--- config.mk ---
export PLATFORM = sky130hd
export DESIGN_NAME = dmc_ctrl
export DESIGN_NICKNAME = d
export VERILOG_FILES = /design/src/core/dmc_pkg.sv /design/src/core/dmc_req_sense.sv /design/src/core/dmc_arbiter.sv /design/src/core/dmc_ctrl.sv
export SDC_FILE = /design/constraint.sdc
export NUM_CORES = 1
export LEC_CHECK = 0
export BUFFER_PORTS_ARGS = -buffer_cell sky130_fd_sc_hd__buf_2
export CAP_MARGIN = 20
export CORE_UTILIZATION = 65
export DETAILED_ROUTE_END_ITERATION = 10
export HOLD_SLACK_MARGIN = 0.03
export PLACE_DENSITY = 0.86
export REMOVE_ABC_BUFFERS = 1
export SLEW_MARGIN = 20
export SYNTH_ARGS = -nofsm -noshare
export SYNTH_HDL_FRONTEND = slang
export SYNTH_SLANG_ARGS = --single-unit
--- constraint.sdc ---
create_clock -name clk_i -period 11.3 [get_ports clk_i]
set_input_delay 1.13 -clock clk_i [delete_from_list [all_inputs] [get_ports clk_i]]
set_output_delay 1.13 -clock clk_i [all_outputs]
set_load 0.1 [all_outputs]
--- src/core/dmc_pkg.sv ---
// Shared constants and types for the four-channel transfer controller
package dmc_pkg;

  localparam int NCH   = 4;
  localparam int CNT_W = 24;

  ////////////////////////////////////////////////////////////////////////////
  // Register map (byte addresses on the Wishbone port)
  localparam logic [7:0] ADR_MCTL     = 8'h00;
  localparam logic [3:0] CH_BLK_FIRST = 4'h1;
  localparam logic [3:0] CH_BLK_LAST  = 4'h4;
  localparam logic [3:0] CH_OFS_CTL   = 4'h0;
  localparam logic [3:0] CH_OFS_CNT   = 4'h4;

  ////////////////////////////////////////////////////////////////////////////
  // Master control fields
  localparam int MC_PRIO_LSB = 8;
  localparam int MC_AE       = 2;
  localparam int MC_NONMASK_INTR_FLAG     = 1;
  localparam int MC_DME      = 0;
  localparam logic [15:0] MC_RESET = 16'h0000;

  ////////////////////////////////////////////////////////////////////////////
  // Channel control fields
  localparam int CC_DE     = 0;
  localparam int CC_TE     = 1;
  localparam int CC_IE     = 2;
  localparam int CC_TS_LSB = 3;
  localparam int CC_DS     = 6;
  localparam int CC_RS_LSB = 8;
  localparam logic [15:0] CC_MASK    = 16'h0F5D;
  localparam logic [15:0] CC_MASK_HI = 16'h0F1D;
  localparam logic [15:0] CC_RESET   = 16'h0000;

  // Request source codes
  localparam logic [3:0] RS_AUTO       = 4'h0;
  localparam logic [3:0] RS_MEM_TO_DEV = 4'h2;
  localparam logic [3:0] RS_DEV_TO_MEM = 4'h3;

  // Priority modes
  localparam logic [1:0] PRIO_0123 = 2'h0;
  localparam logic [1:0] PRIO_0231 = 2'h1;
  localparam logic [1:0] PRIO_2013 = 2'h2;
  localparam logic [1:0] PRIO_RR   = 2'h3;

  typedef enum logic {ST_IDLE, ST_UNIT} dmc_state_t;

  // Byte-lane merge of a Wishbone write into the current word
  function automatic logic [31:0] dmc_merge(input logic [31:0] cur,
                                            input logic [31:0] wdat,
                                            input logic [3:0]  sel);
    logic [31:0] res;
    res = cur;
    for (int b = 0; b < 4; b++) begin
      if (sel[b]) begin
        res[8*b +: 8] = wdat[8*b +: 8];
      end
    end
    return res;
  endfunction

endpackage

--- src/core/dmc_req_sense.sv ---
// External request pin sampler: synchroniser, level or falling-edge detect
`timescale 1ns/1ps
module dmc_req_sense
  import dmc_pkg::*;
(
  input  wire logic clk_i,
  input  wire logic rst_i,
  input  wire logic external_request_n_i,
  input  wire logic edge_mode_i,
  input  wire logic consume_i,
  output logic      req_o
);

  logic meta_n;
  logic sync_n;
  logic prev_n;
  logic edge_pend;
  wire  fall = prev_n & ~sync_n;

  always_ff @(posedge clk_i) begin
    if (rst_i) begin
      meta_n    <= 1'b1;
      sync_n    <= 1'b1;
      prev_n    <= 1'b1;
      edge_pend <= 1'b0;
    end else begin
      meta_n <= external_request_n_i;
      sync_n <= meta_n;
      prev_n <= sync_n;
      // New edge wins over consumption
      if (fall && edge_mode_i) begin
        edge_pend <= 1'b1;
      end else if (consume_i || !edge_mode_i) begin
        edge_pend <= 1'b0;
      end
    end
  end

  // Level or edge sampling
  assign req_o = edge_mode_i ? edge_pend : ~sync_n;

endmodule

--- src/core/dmc_arbiter.sv ---
// Channel arbiter: three fixed orders and a round-robin order
`timescale 1ns/1ps
module dmc_arbiter
  import dmc_pkg::*;
(
  input  wire logic       clk_i,
  input  wire logic       rst_i,
  input  wire logic [1:0] mode_i,
  input  wire logic [3:0] req_i,
  input  wire logic       rotate_i,
  input  wire logic [1:0] rotate_ch_i,
  output logic            valid_o,
  output logic [1:0]      grant_o
);

  logic [1:0] rr_order [NCH];
  logic [1:0] order    [NCH];
  logic [1:0] next_rr  [NCH];

  // Order per priority mode
  always_comb begin
    case (mode_i)
      PRIO_0123: order = '{2'h0, 2'h1, 2'h2, 2'h3};
      PRIO_0231: order = '{2'h0, 2'h2, 2'h3, 2'h1};
      PRIO_2013: order = '{2'h2, 2'h0, 2'h1, 2'h3};
      default:   order = rr_order;
    endcase
  end

  always_comb begin
    valid_o = 1'b0;
    grant_o = 2'h0;
    for (int i = NCH - 1; i >= 0; i--) begin
      if (req_i[order[i]]) begin
        valid_o = 1'b1;
        grant_o = order[i];
      end
    end
  end

  // Finished channel moves last
  always_comb begin
    logic found;
    found = 1'b0;
    for (int i = 0; i < NCH - 1; i++) begin
      if (rr_order[i] == rotate_ch_i) begin
        found = 1'b1;
      end
      next_rr[i] = found ? rr_order[i + 1] : rr_order[i];
    end
    next_rr[NCH - 1] = rotate_ch_i;
  end

  always_ff @(posedge clk_i) begin
    if (rst_i) begin
      rr_order <= '{2'h0, 2'h1, 2'h2, 2'h3};
    end else if (rotate_i && mode_i == PRIO_RR) begin
      rr_order <= next_rr;
    end
  end

endmodule

--- src/core/dmc_ctrl.sv ---
// Top: master control, channel registers, request handling and unit engine
//
// How it works
// Master control is 16 bits; bits 15-10 and 7-3 read zero.
// Reset and standby clear the whole master control register.
// Priority field picks 0123, 0231, 2013 order or round robin.
// Round robin sends each finished channel last; starts 0123.
// Address fault flag is set by unit errors and halts all channels.
// Fault flag ignores written ones; cleared by zero after reading one.
// NMI sets its flag always and halts all channels; here an NMI edge while standby is high leaves the flag clear.
// NMI flag ignores written ones; cleared by zero after reading one.
// Channel runs only with global and channel enable; clearing halts.
// Enabled means enable, global enable, no done, no NMI, no fault.
// Each accepted request moves one unit, then count minus one.
// Count reaching zero ends normally; interrupt if enabled.
// Fault, NMI or cleared enables abort a running unit.
// Done flag set only on normal end; cleared by reset, standby, read-zero.
// Auto mode requests whenever the channel is enabled.
// External request is active low, level or falling edge by sense bit.
// Sense bit only on channels 0 and 1; other sources use edges; peripheral requests are sampled as levels instead.
// Source code 0000 is auto request, dual address.
// Codes 0010 and 0011 are single address to and from acked device.
// Priority is decided only between units.
//
// Register access over Wishbone and the placing of the registers were chosen for this implementation.
`timescale 1ns/1ps
module dmc_ctrl
  import dmc_pkg::*;
(
  input  wire logic        clk_i,
  input  wire logic        rst_i,
  input  wire logic        standby_i,
  // Wishbone slave
  input  wire logic        wb_cyc_i,
  input  wire logic        wb_stb_i,
  input  wire logic        wb_we_i,
  input  wire logic [7:0]  wb_adr_i,
  input  wire logic [3:0]  wb_sel_i,
  input  wire logic [31:0] wb_dat_i,
  output logic [31:0]      wb_dat_o,
  output logic             wb_ack_o,
  // Event sources
  input  wire logic        nmi_i,
  input  wire logic [1:0]  external_request_n_i,
  input  wire logic [3:0]  periph_req_i,
  // Unit transfer port towards the bus side
  output logic             unit_req_o,
  output logic [1:0]       unit_chan_o,
  output logic [1:0]       unit_size_o,
  output logic             unit_single_o,
  output logic             unit_to_mem_o,
  input  wire logic        unit_done_i,
  input  wire logic        unit_addr_err_i,
  output logic [1:0]       external_ack_o,
  output logic [3:0]       transfer_end_irq_o
);

  ////////////////////////////////////////////////////////////////////////////
  // State
  logic [1:0]       prio_mode;
  logic             address_fault_flag;
  logic             nonmask_intr_flag;
  logic             global_enable;
  logic             ae_armed;
  logic             nmi_armed;
  logic [15:0]      channel_control [NCH];
  logic [CNT_W-1:0] transfer_count  [NCH];
  logic [3:0]       count_done_flag;
  logic [3:0]       te_armed;
  logic [3:0]       periph_pend;
  logic             nmi_meta;
  logic             nmi_sync;
  logic             nmi_prev;
  dmc_state_t       state;
  logic [1:0]       cur_ch;

  ////////////////////////////////////////////////////////////////////////////
  // Bus decode
  wire        acc     = wb_cyc_i & wb_stb_i & ~wb_ack_o;
  wire        wr      = acc & wb_we_i;
  wire        rd      = acc & ~wb_we_i;
  wire [3:0]  blk     = wb_adr_i[7:4];
  wire        ch_hit  = (blk >= CH_BLK_FIRST) && (blk <= CH_BLK_LAST);
  wire [1:0]  ch_idx  = 2'(blk - CH_BLK_FIRST);
  wire        hit_mc  = (wb_adr_i == ADR_MCTL);
  wire        hit_ctl = ch_hit && (wb_adr_i[3:0] == CH_OFS_CTL);
  wire        hit_cnt = ch_hit && (wb_adr_i[3:0] == CH_OFS_CNT);

  // Reserved bits read zero
  wire [15:0] mc_word = {6'h00, prio_mode, 5'h00, address_fault_flag,
                         nonmask_intr_flag, global_enable};
  wire [15:0] ctl_word = channel_control[ch_idx] |
                         (16'(count_done_flag[ch_idx]) << CC_TE);
  wire [31:0] rd_word = hit_mc  ? {16'h0000, mc_word} :
                        hit_ctl ? {16'h0000, ctl_word} :
                        hit_cnt ? 32'(transfer_count[ch_idx]) : 32'h0000_0000;
  wire [31:0] wr_word = dmc_merge(rd_word, wb_dat_i, wb_sel_i);

  always_ff @(posedge clk_i) begin
    if (rst_i) begin
      wb_ack_o <= 1'b0;
      wb_dat_o <= 32'h0000_0000;
    end else begin
      wb_ack_o <= acc;
      wb_dat_o <= rd ? rd_word : 32'h0000_0000;
    end
  end

  ////////////////////////////////////////////////////////////////////////////
  // NMI pin synchroniser and rising-edge detect
  wire nmi_event = nmi_sync & ~nmi_prev;

  always_ff @(posedge clk_i) begin
    if (rst_i) begin
      nmi_meta <= 1'b0;
      nmi_sync <= 1'b0;
      nmi_prev <= 1'b0;
    end else begin
      nmi_meta <= nmi_i;
      nmi_sync <= nmi_meta;
      nmi_prev <= nmi_sync;
    end
  end

  ////////////////////////////////////////////////////////////////////////////
  // Channel qualification and request sources
  logic [3:0] chan_en;
  logic [3:0] chan_req;
  logic [1:0] ext_req;
  logic [3:0] consume;
  logic [3:0] src_auto;
  logic [3:0] src_ext;
  wire        flags_ok = global_enable & ~nonmask_intr_flag & ~address_fault_flag;

  always_comb begin
    for (int c = 0; c < NCH; c++) begin
      // Full enable condition
      chan_en[c]  = channel_control[c][CC_DE] & ~count_done_flag[c] & flags_ok;
      // Auto source code
      src_auto[c] = channel_control[c][CC_RS_LSB +: 4] == RS_AUTO;
      // External device codes
      src_ext[c]  = (c < 2) &&
                    (channel_control[c][CC_RS_LSB +: 4] == RS_MEM_TO_DEV ||
                     channel_control[c][CC_RS_LSB +: 4] == RS_DEV_TO_MEM);
    end
  end

  always_comb begin
    for (int c = 0; c < NCH; c++) begin
      // Auto request when enabled
      if (src_auto[c]) begin
        chan_req[c] = chan_en[c];
      end else if (src_ext[c]) begin
        chan_req[c] = chan_en[c] & ext_req[c[0]];
      end else begin
        chan_req[c] = chan_en[c] & periph_pend[c];
      end
    end
  end

  // Sense bit only on channels 0 and 1
  genvar g;
  for (g = 0; g < 2; g++) begin : g_sense
    dmc_req_sense u_sense (
      .clk_i                (clk_i),
      .rst_i                (rst_i),
      .external_request_n_i (external_request_n_i[g]),
      .edge_mode_i          (channel_control[g][CC_DS]),
      .consume_i            (consume[g]),
      .req_o                (ext_req[g])
    );
  end

  ////////////////////////////////////////////////////////////////////////////
  // Arbitration
  logic       arb_valid;
  logic [1:0] arb_grant;
  wire        idle     = (state == ST_IDLE);
  // Grant only between units
  wire        start    = idle & arb_valid;
  wire        finish   = ~idle & unit_done_i;
  // Abort on fault, NMI or cleared enable
  wire        abort    = ~idle & ~unit_done_i & (unit_addr_err_i | ~chan_en[cur_ch]);
  wire [15:0] grant_cc = channel_control[arb_grant];
  wire [3:0]  grant_rs = grant_cc[CC_RS_LSB +: 4];

  assign consume = start ? (4'h1 << arb_grant) : 4'h0;

  dmc_arbiter u_arb (
    .clk_i       (clk_i),
    .rst_i       (rst_i),
    .mode_i      (prio_mode),
    .req_i       (chan_req),
    .rotate_i    (finish),
    .rotate_ch_i (cur_ch),
    .valid_o     (arb_valid),
    .grant_o     (arb_grant)
  );

  ////////////////////////////////////////////////////////////////////////////
  // Unit engine
  always_ff @(posedge clk_i) begin
    if (rst_i) begin
      state          <= ST_IDLE;
      cur_ch         <= 2'h0;
      unit_req_o     <= 1'b0;
      unit_chan_o    <= 2'h0;
      unit_size_o    <= 2'h0;
      unit_single_o  <= 1'b0;
      unit_to_mem_o  <= 1'b0;
      external_ack_o <= 2'h0;
    end else if (start) begin
      // One unit of the programmed size
      state          <= ST_UNIT;
      cur_ch         <= arb_grant;
      unit_req_o     <= 1'b1;
      unit_chan_o    <= arb_grant;
      unit_size_o    <= grant_cc[CC_TS_LSB +: 2];
      unit_single_o  <= src_ext[arb_grant];
      unit_to_mem_o  <= src_ext[arb_grant] && (grant_rs == RS_DEV_TO_MEM);
      external_ack_o <= src_ext[arb_grant] ? (2'h1 << arb_grant[0]) : 2'h0;
    end else if (finish || abort) begin
      state          <= ST_IDLE;
      unit_req_o     <= 1'b0;
      external_ack_o <= 2'h0;
    end
  end

  ////////////////////////////////////////////////////////////////////////////
  // Master control register
  wire clr_all = rst_i | standby_i;

  always_ff @(posedge clk_i) begin
    // Cleared by reset and standby
    if (clr_all) begin
      prio_mode          <= MC_RESET[MC_PRIO_LSB +: 2];
      global_enable      <= MC_RESET[MC_DME];
      address_fault_flag <= MC_RESET[MC_AE];
      nonmask_intr_flag  <= MC_RESET[MC_NONMASK_INTR_FLAG];
      ae_armed           <= 1'b0;
      nmi_armed          <= 1'b0;
    end else begin
      if (wr && hit_mc) begin
        // Global enable written by software
        prio_mode     <= wr_word[MC_PRIO_LSB +: 2];
        global_enable <= wr_word[MC_DME];
      end
      // Unit error sets fault flag
      if (~idle && unit_addr_err_i) begin
        address_fault_flag <= 1'b1;
      // Zero after reading one clears
      end else if (wr && hit_mc && ae_armed && !wr_word[MC_AE]) begin
        address_fault_flag <= 1'b0;
      end
      // NMI edge sets the flag unless standby clears it in the same cycle
      if (nmi_event) begin
        nonmask_intr_flag <= 1'b1;
      // Zero after reading one clears
      end else if (wr && hit_mc && nmi_armed && !wr_word[MC_NONMASK_INTR_FLAG]) begin
        nonmask_intr_flag <= 1'b0;
      end
      if (rd && hit_mc && address_fault_flag) begin
        ae_armed <= 1'b1;
      end else if (wr && hit_mc) begin
        ae_armed <= 1'b0;
      end
      if (rd && hit_mc && nonmask_intr_flag) begin
        nmi_armed <= 1'b1;
      end else if (wr && hit_mc) begin
        nmi_armed <= 1'b0;
      end
    end
  end

  ////////////////////////////////////////////////////////////////////////////
  // Channel registers, count and done flags
  always_ff @(posedge clk_i) begin
    for (int c = 0; c < NCH; c++) begin
      if (rst_i) begin
        channel_control[c] <= CC_RESET;
        transfer_count[c]  <= '0;
        periph_pend[c]     <= 1'b0;
      end else begin
        if (wr && hit_ctl && ch_idx == 2'(c)) begin
          channel_control[c] <= wr_word[15:0] & ((c < 2) ? CC_MASK : CC_MASK_HI);
        end
        // Count minus one per unit
        if (finish && cur_ch == 2'(c)) begin
          transfer_count[c] <= transfer_count[c] - CNT_W'(1);
        end else if (wr && hit_cnt && ch_idx == 2'(c)) begin
          transfer_count[c] <= wr_word[CNT_W-1:0];
        end
        // Peripheral request level sets pending on every high cycle, not on edges
        if (periph_req_i[c]) begin
          periph_pend[c] <= 1'b1;
        end else if (consume[c]) begin
          periph_pend[c] <= 1'b0;
        end
      end
    end
  end

  always_ff @(posedge clk_i) begin
    for (int c = 0; c < NCH; c++) begin
      // Reset and standby clear done
      if (clr_all) begin
        count_done_flag[c] <= 1'b0;
        te_armed[c]        <= 1'b0;
      end else begin
        // Normal end when count hits zero
        if (finish && cur_ch == 2'(c) && transfer_count[c] == CNT_W'(1)) begin
          count_done_flag[c] <= 1'b1;
        // Zero after reading one clears
        end else if (wr && hit_ctl && ch_idx == 2'(c) && te_armed[c] &&
                     !wr_word[CC_TE]) begin
          count_done_flag[c] <= 1'b0;
        end
        if (rd && hit_ctl && ch_idx == 2'(c) && count_done_flag[c]) begin
          te_armed[c] <= 1'b1;
        end else if (wr && hit_ctl && ch_idx == 2'(c)) begin
          te_armed[c] <= 1'b0;
        end
      end
    end
  end

  // End interrupt per channel
  always_ff @(posedge clk_i) begin
    if (rst_i) begin
      transfer_end_irq_o <= 4'h0;
    end else begin
      for (int c = 0; c < NCH; c++) begin
        transfer_end_irq_o[c] <= count_done_flag[c] & channel_control[c][CC_IE];
      end
    end
  end

endmodule

==> metrics <==
clk_lat worst skew=0.52 ns; Diodes inserted=0; Primary FF master, synth=edfxtp_1; post-CTS resize count=0; die area=18000 um^2; status=complete, no violations; htree depth=1; critical path class=input pin to flip-flop; commonest non-fill, non-tap cell in the layout=nor2_1; Max IR drop VDD=approximately 0.11 mV; largest net degree at the start of global routing=45; DP HPWL=~23000 um; antenna-violating nets left=0; Max Freq=179 MHz; Vias=roughly 9.9k; asr flop ratio synth=0; Post-Syn Area per Cell=10.3 um^2; RSZ-0062 raised after global routing=false; Worst-path clk slew=0.06 ns; Synthesis Warnings=0; Worst Skew=0.0127 ns; critical path endpoint category=flip-flop; CP Launch Type=input pin; filler cell count=about 1.1k; Mapped Area=between 10000 and 15000 um^2; Layout area overhead=11.3%; Final Setup Violations=0; layout cells sized above 1=0.168; Synth Register Bits=about 200; # port buffers=87; TritonCTS Buffers=23; cells after synthesis=1098; drt drc=0; Die Ht=134 um; first-pass GRT wire length=50100 um; Tcrit/Tclk final=0.495; Worst-Margin Slew=1.14 ns; CTS tree=done; drt first pass iters=6; root buffer cell=clkbuf_16; slowest stage delay, CP=0.93 ns; register area=5430 um^2; Pwr Total=1.74 mW; drt total wl=32700 um; nets@finish=1234; P_leak=4.42 nW; initial drt markers=approximately 1.7k; unique cell type count in the Yosys netlist=67; Initial Util=0.675; Critical Path AT=5.90 ns; core area=16800 um^2; # clock sinks=roughly 210; commonest non-fill, non-tap cells in the layout=nor2_1, edfxtp_1, o22ai_1; Ports=~110; vias in the first global route=9208; number of max-cap violations=0; Final TNS setup=0 ns; cts hold-fix bufs=0; sequential area share after synthesis=0.478; power density over the cells=between 100 and 150 nW/um^2; maximum clock insertion buffer count=3; critical-path maximum fanout=37; Req. time, crit path=~12 ns; Final Hold Viols=0; fin. max-slew vios=0; initial antenna violation count=1; Min-Delay Path Class=flip-flop to flip-flop; Total GRT Usage=0.365; area occupied by multi-input gates=about 5600 um^2; Crit-path slowest cell=nor3_1; vias per inst=7.08; # rows=47; RD Place Congestion=0.940; Routed WL per cell=23.5 um; min Tclk post-route=5.59 ns; Post-synth EDFFs=between 100 and 150; worst path cell trace=buf_2 > buf_4 > inv_1 > ha_1 > nor3b_1 > nor3_1 > buf_4 > nand3_1 > nor3_1 > nand3_1 > o22ai_1; DIE WIDTH=134 um; post-CTS setup buffers=0; slew margin rel.=0.243; total grt overflow=0
worst max-delay path: cells and delay by family:
family                     cells  cell delay [ns]
AOI/OAI and AO/OA              1             0.50
and+or+nand+nor                5             2.94
adders and majority gates      1             0.25
buffers and inverters          4             1.03
stage by stage:
step                 util  hold slack [ns]  setup slack [ns]  instance area, um^2  std cells
floorplan               -            0.389              7.01                11100       1038
global placement    0.706            0.392              5.57                11900       1353
detailed placement  0.706            0.402              5.47                11900       1353
CTS                 0.751            0.421              5.87                12600       1394
global route        0.752            0.423              5.49                12600       1394
finish              0.752            0.419              5.71                12600       1394
Yosys cell counts (7+ instances only):
cell type  number  area share
inv_1          31       0.010
nor2b_1        17      0.0094
o22ai_1        94       0.052
nand2_1        58       0.019
ha_1           17       0.019
edfxtp_1      130        0.34
a21oi_1        48       0.021
buf_4           8      0.0053
and2_1         16      0.0088
xor2_1         28       0.022
or2_2           9      0.0050
nor2_1        133       0.044
o21ai_0        24       0.011
mux2i_1         9      0.0079
nand2b_1       12      0.0066
nand3_1        31       0.014
mux4_2         33       0.065
nor3_1         37       0.016
or4_1          11      0.0073
clkbuf_1       49       0.016
dfxtp_1        76        0.13
nor4_1         28       0.015
o211ai_1        7      0.0046
xnor2_1        61       0.047
nor3b_1        18       0.012
power breakdown:
part / switching (mW) / leakage, nW / total (mW) / internal (mW)
combinational: 0.0913 / 2.09 / 0.141 / 0.0493
clock: 0.316 / 0.367 / 0.758 / 0.442
sequential: 0.0247 / 1.97 / 0.841 / 0.816
total: 0.432 / 4.42 / 1.74 / 1.31
per-layer routing:
metal  up-vias  wire [um]  track usage  share of wire
li1       4226          -            -              -
met1      4683      12100        0.523           0.37
met2       846      13900        0.531           0.42
met3       119       5550        0.102           0.17
met4         2       1180        0.134          0.036
met5         -         12            0        0.00037
final cells by class:
cell class,count,area share
multi-input cells,801,0.441
flip-flops and latches,206,0.429
clock buffers,28,0.0495
repair buffers,95,0.0392
well taps,220,0.0218
clock inverters,13,0.0103
inverters,31,0.00921
state kept, by name, summed over array words and instances (netlist names), 4 cells and up:
signal              cells
channel_control        34
count_done_flag         4
periph_pend             4
te_armed                4
transfer_count         96
transfer_end_irq_o      4
u_arb.rr_order          8
wb_dat_o               24
path summary, 6_finish.rpt:
check / start / to / slack (ns) / cells past startpoint
setup reg to reg: prio_mode[0]$_SDFFE_PP0P_ / unit_size_o[1]$_SDFFE_PP0P_ / 7.86 / 8
hold / removal: g_sense[1].u_sense.meta_n$_SDFF_PP1_ / g_sense[1].u_sense.sync_n$_SDFF_PP1_ / 0.42 / 1
setup / recovery: wb_adr_i[4] / transfer_count[2][10]$_SDFFCE_PN0P_ / 5.71 / 11
hold reg to reg: g_sense[1].u_sense.meta_n$_SDFF_PP1_ / g_sense[1].u_sense.sync_n$_SDFF_PP1_ / 0.42 / 1
cells by family (layout without fill, tap and decap cells):
kind of cell,after synthesis,count (layout),synth area share
and+or+nand+nor,408,408,0.185
AOI/OAI and AO/OA,231,231,0.135
DFF,206,206,0.478
buffers and inverters,98,167,0.0357
xor gates and xnor gates,89,89,0.0686
muxes,48,48,0.0793
adders and majority gates,17,17,0.0187
other,1,8,0.000330
Note: power is estimated with default switching activity, not from simulation.
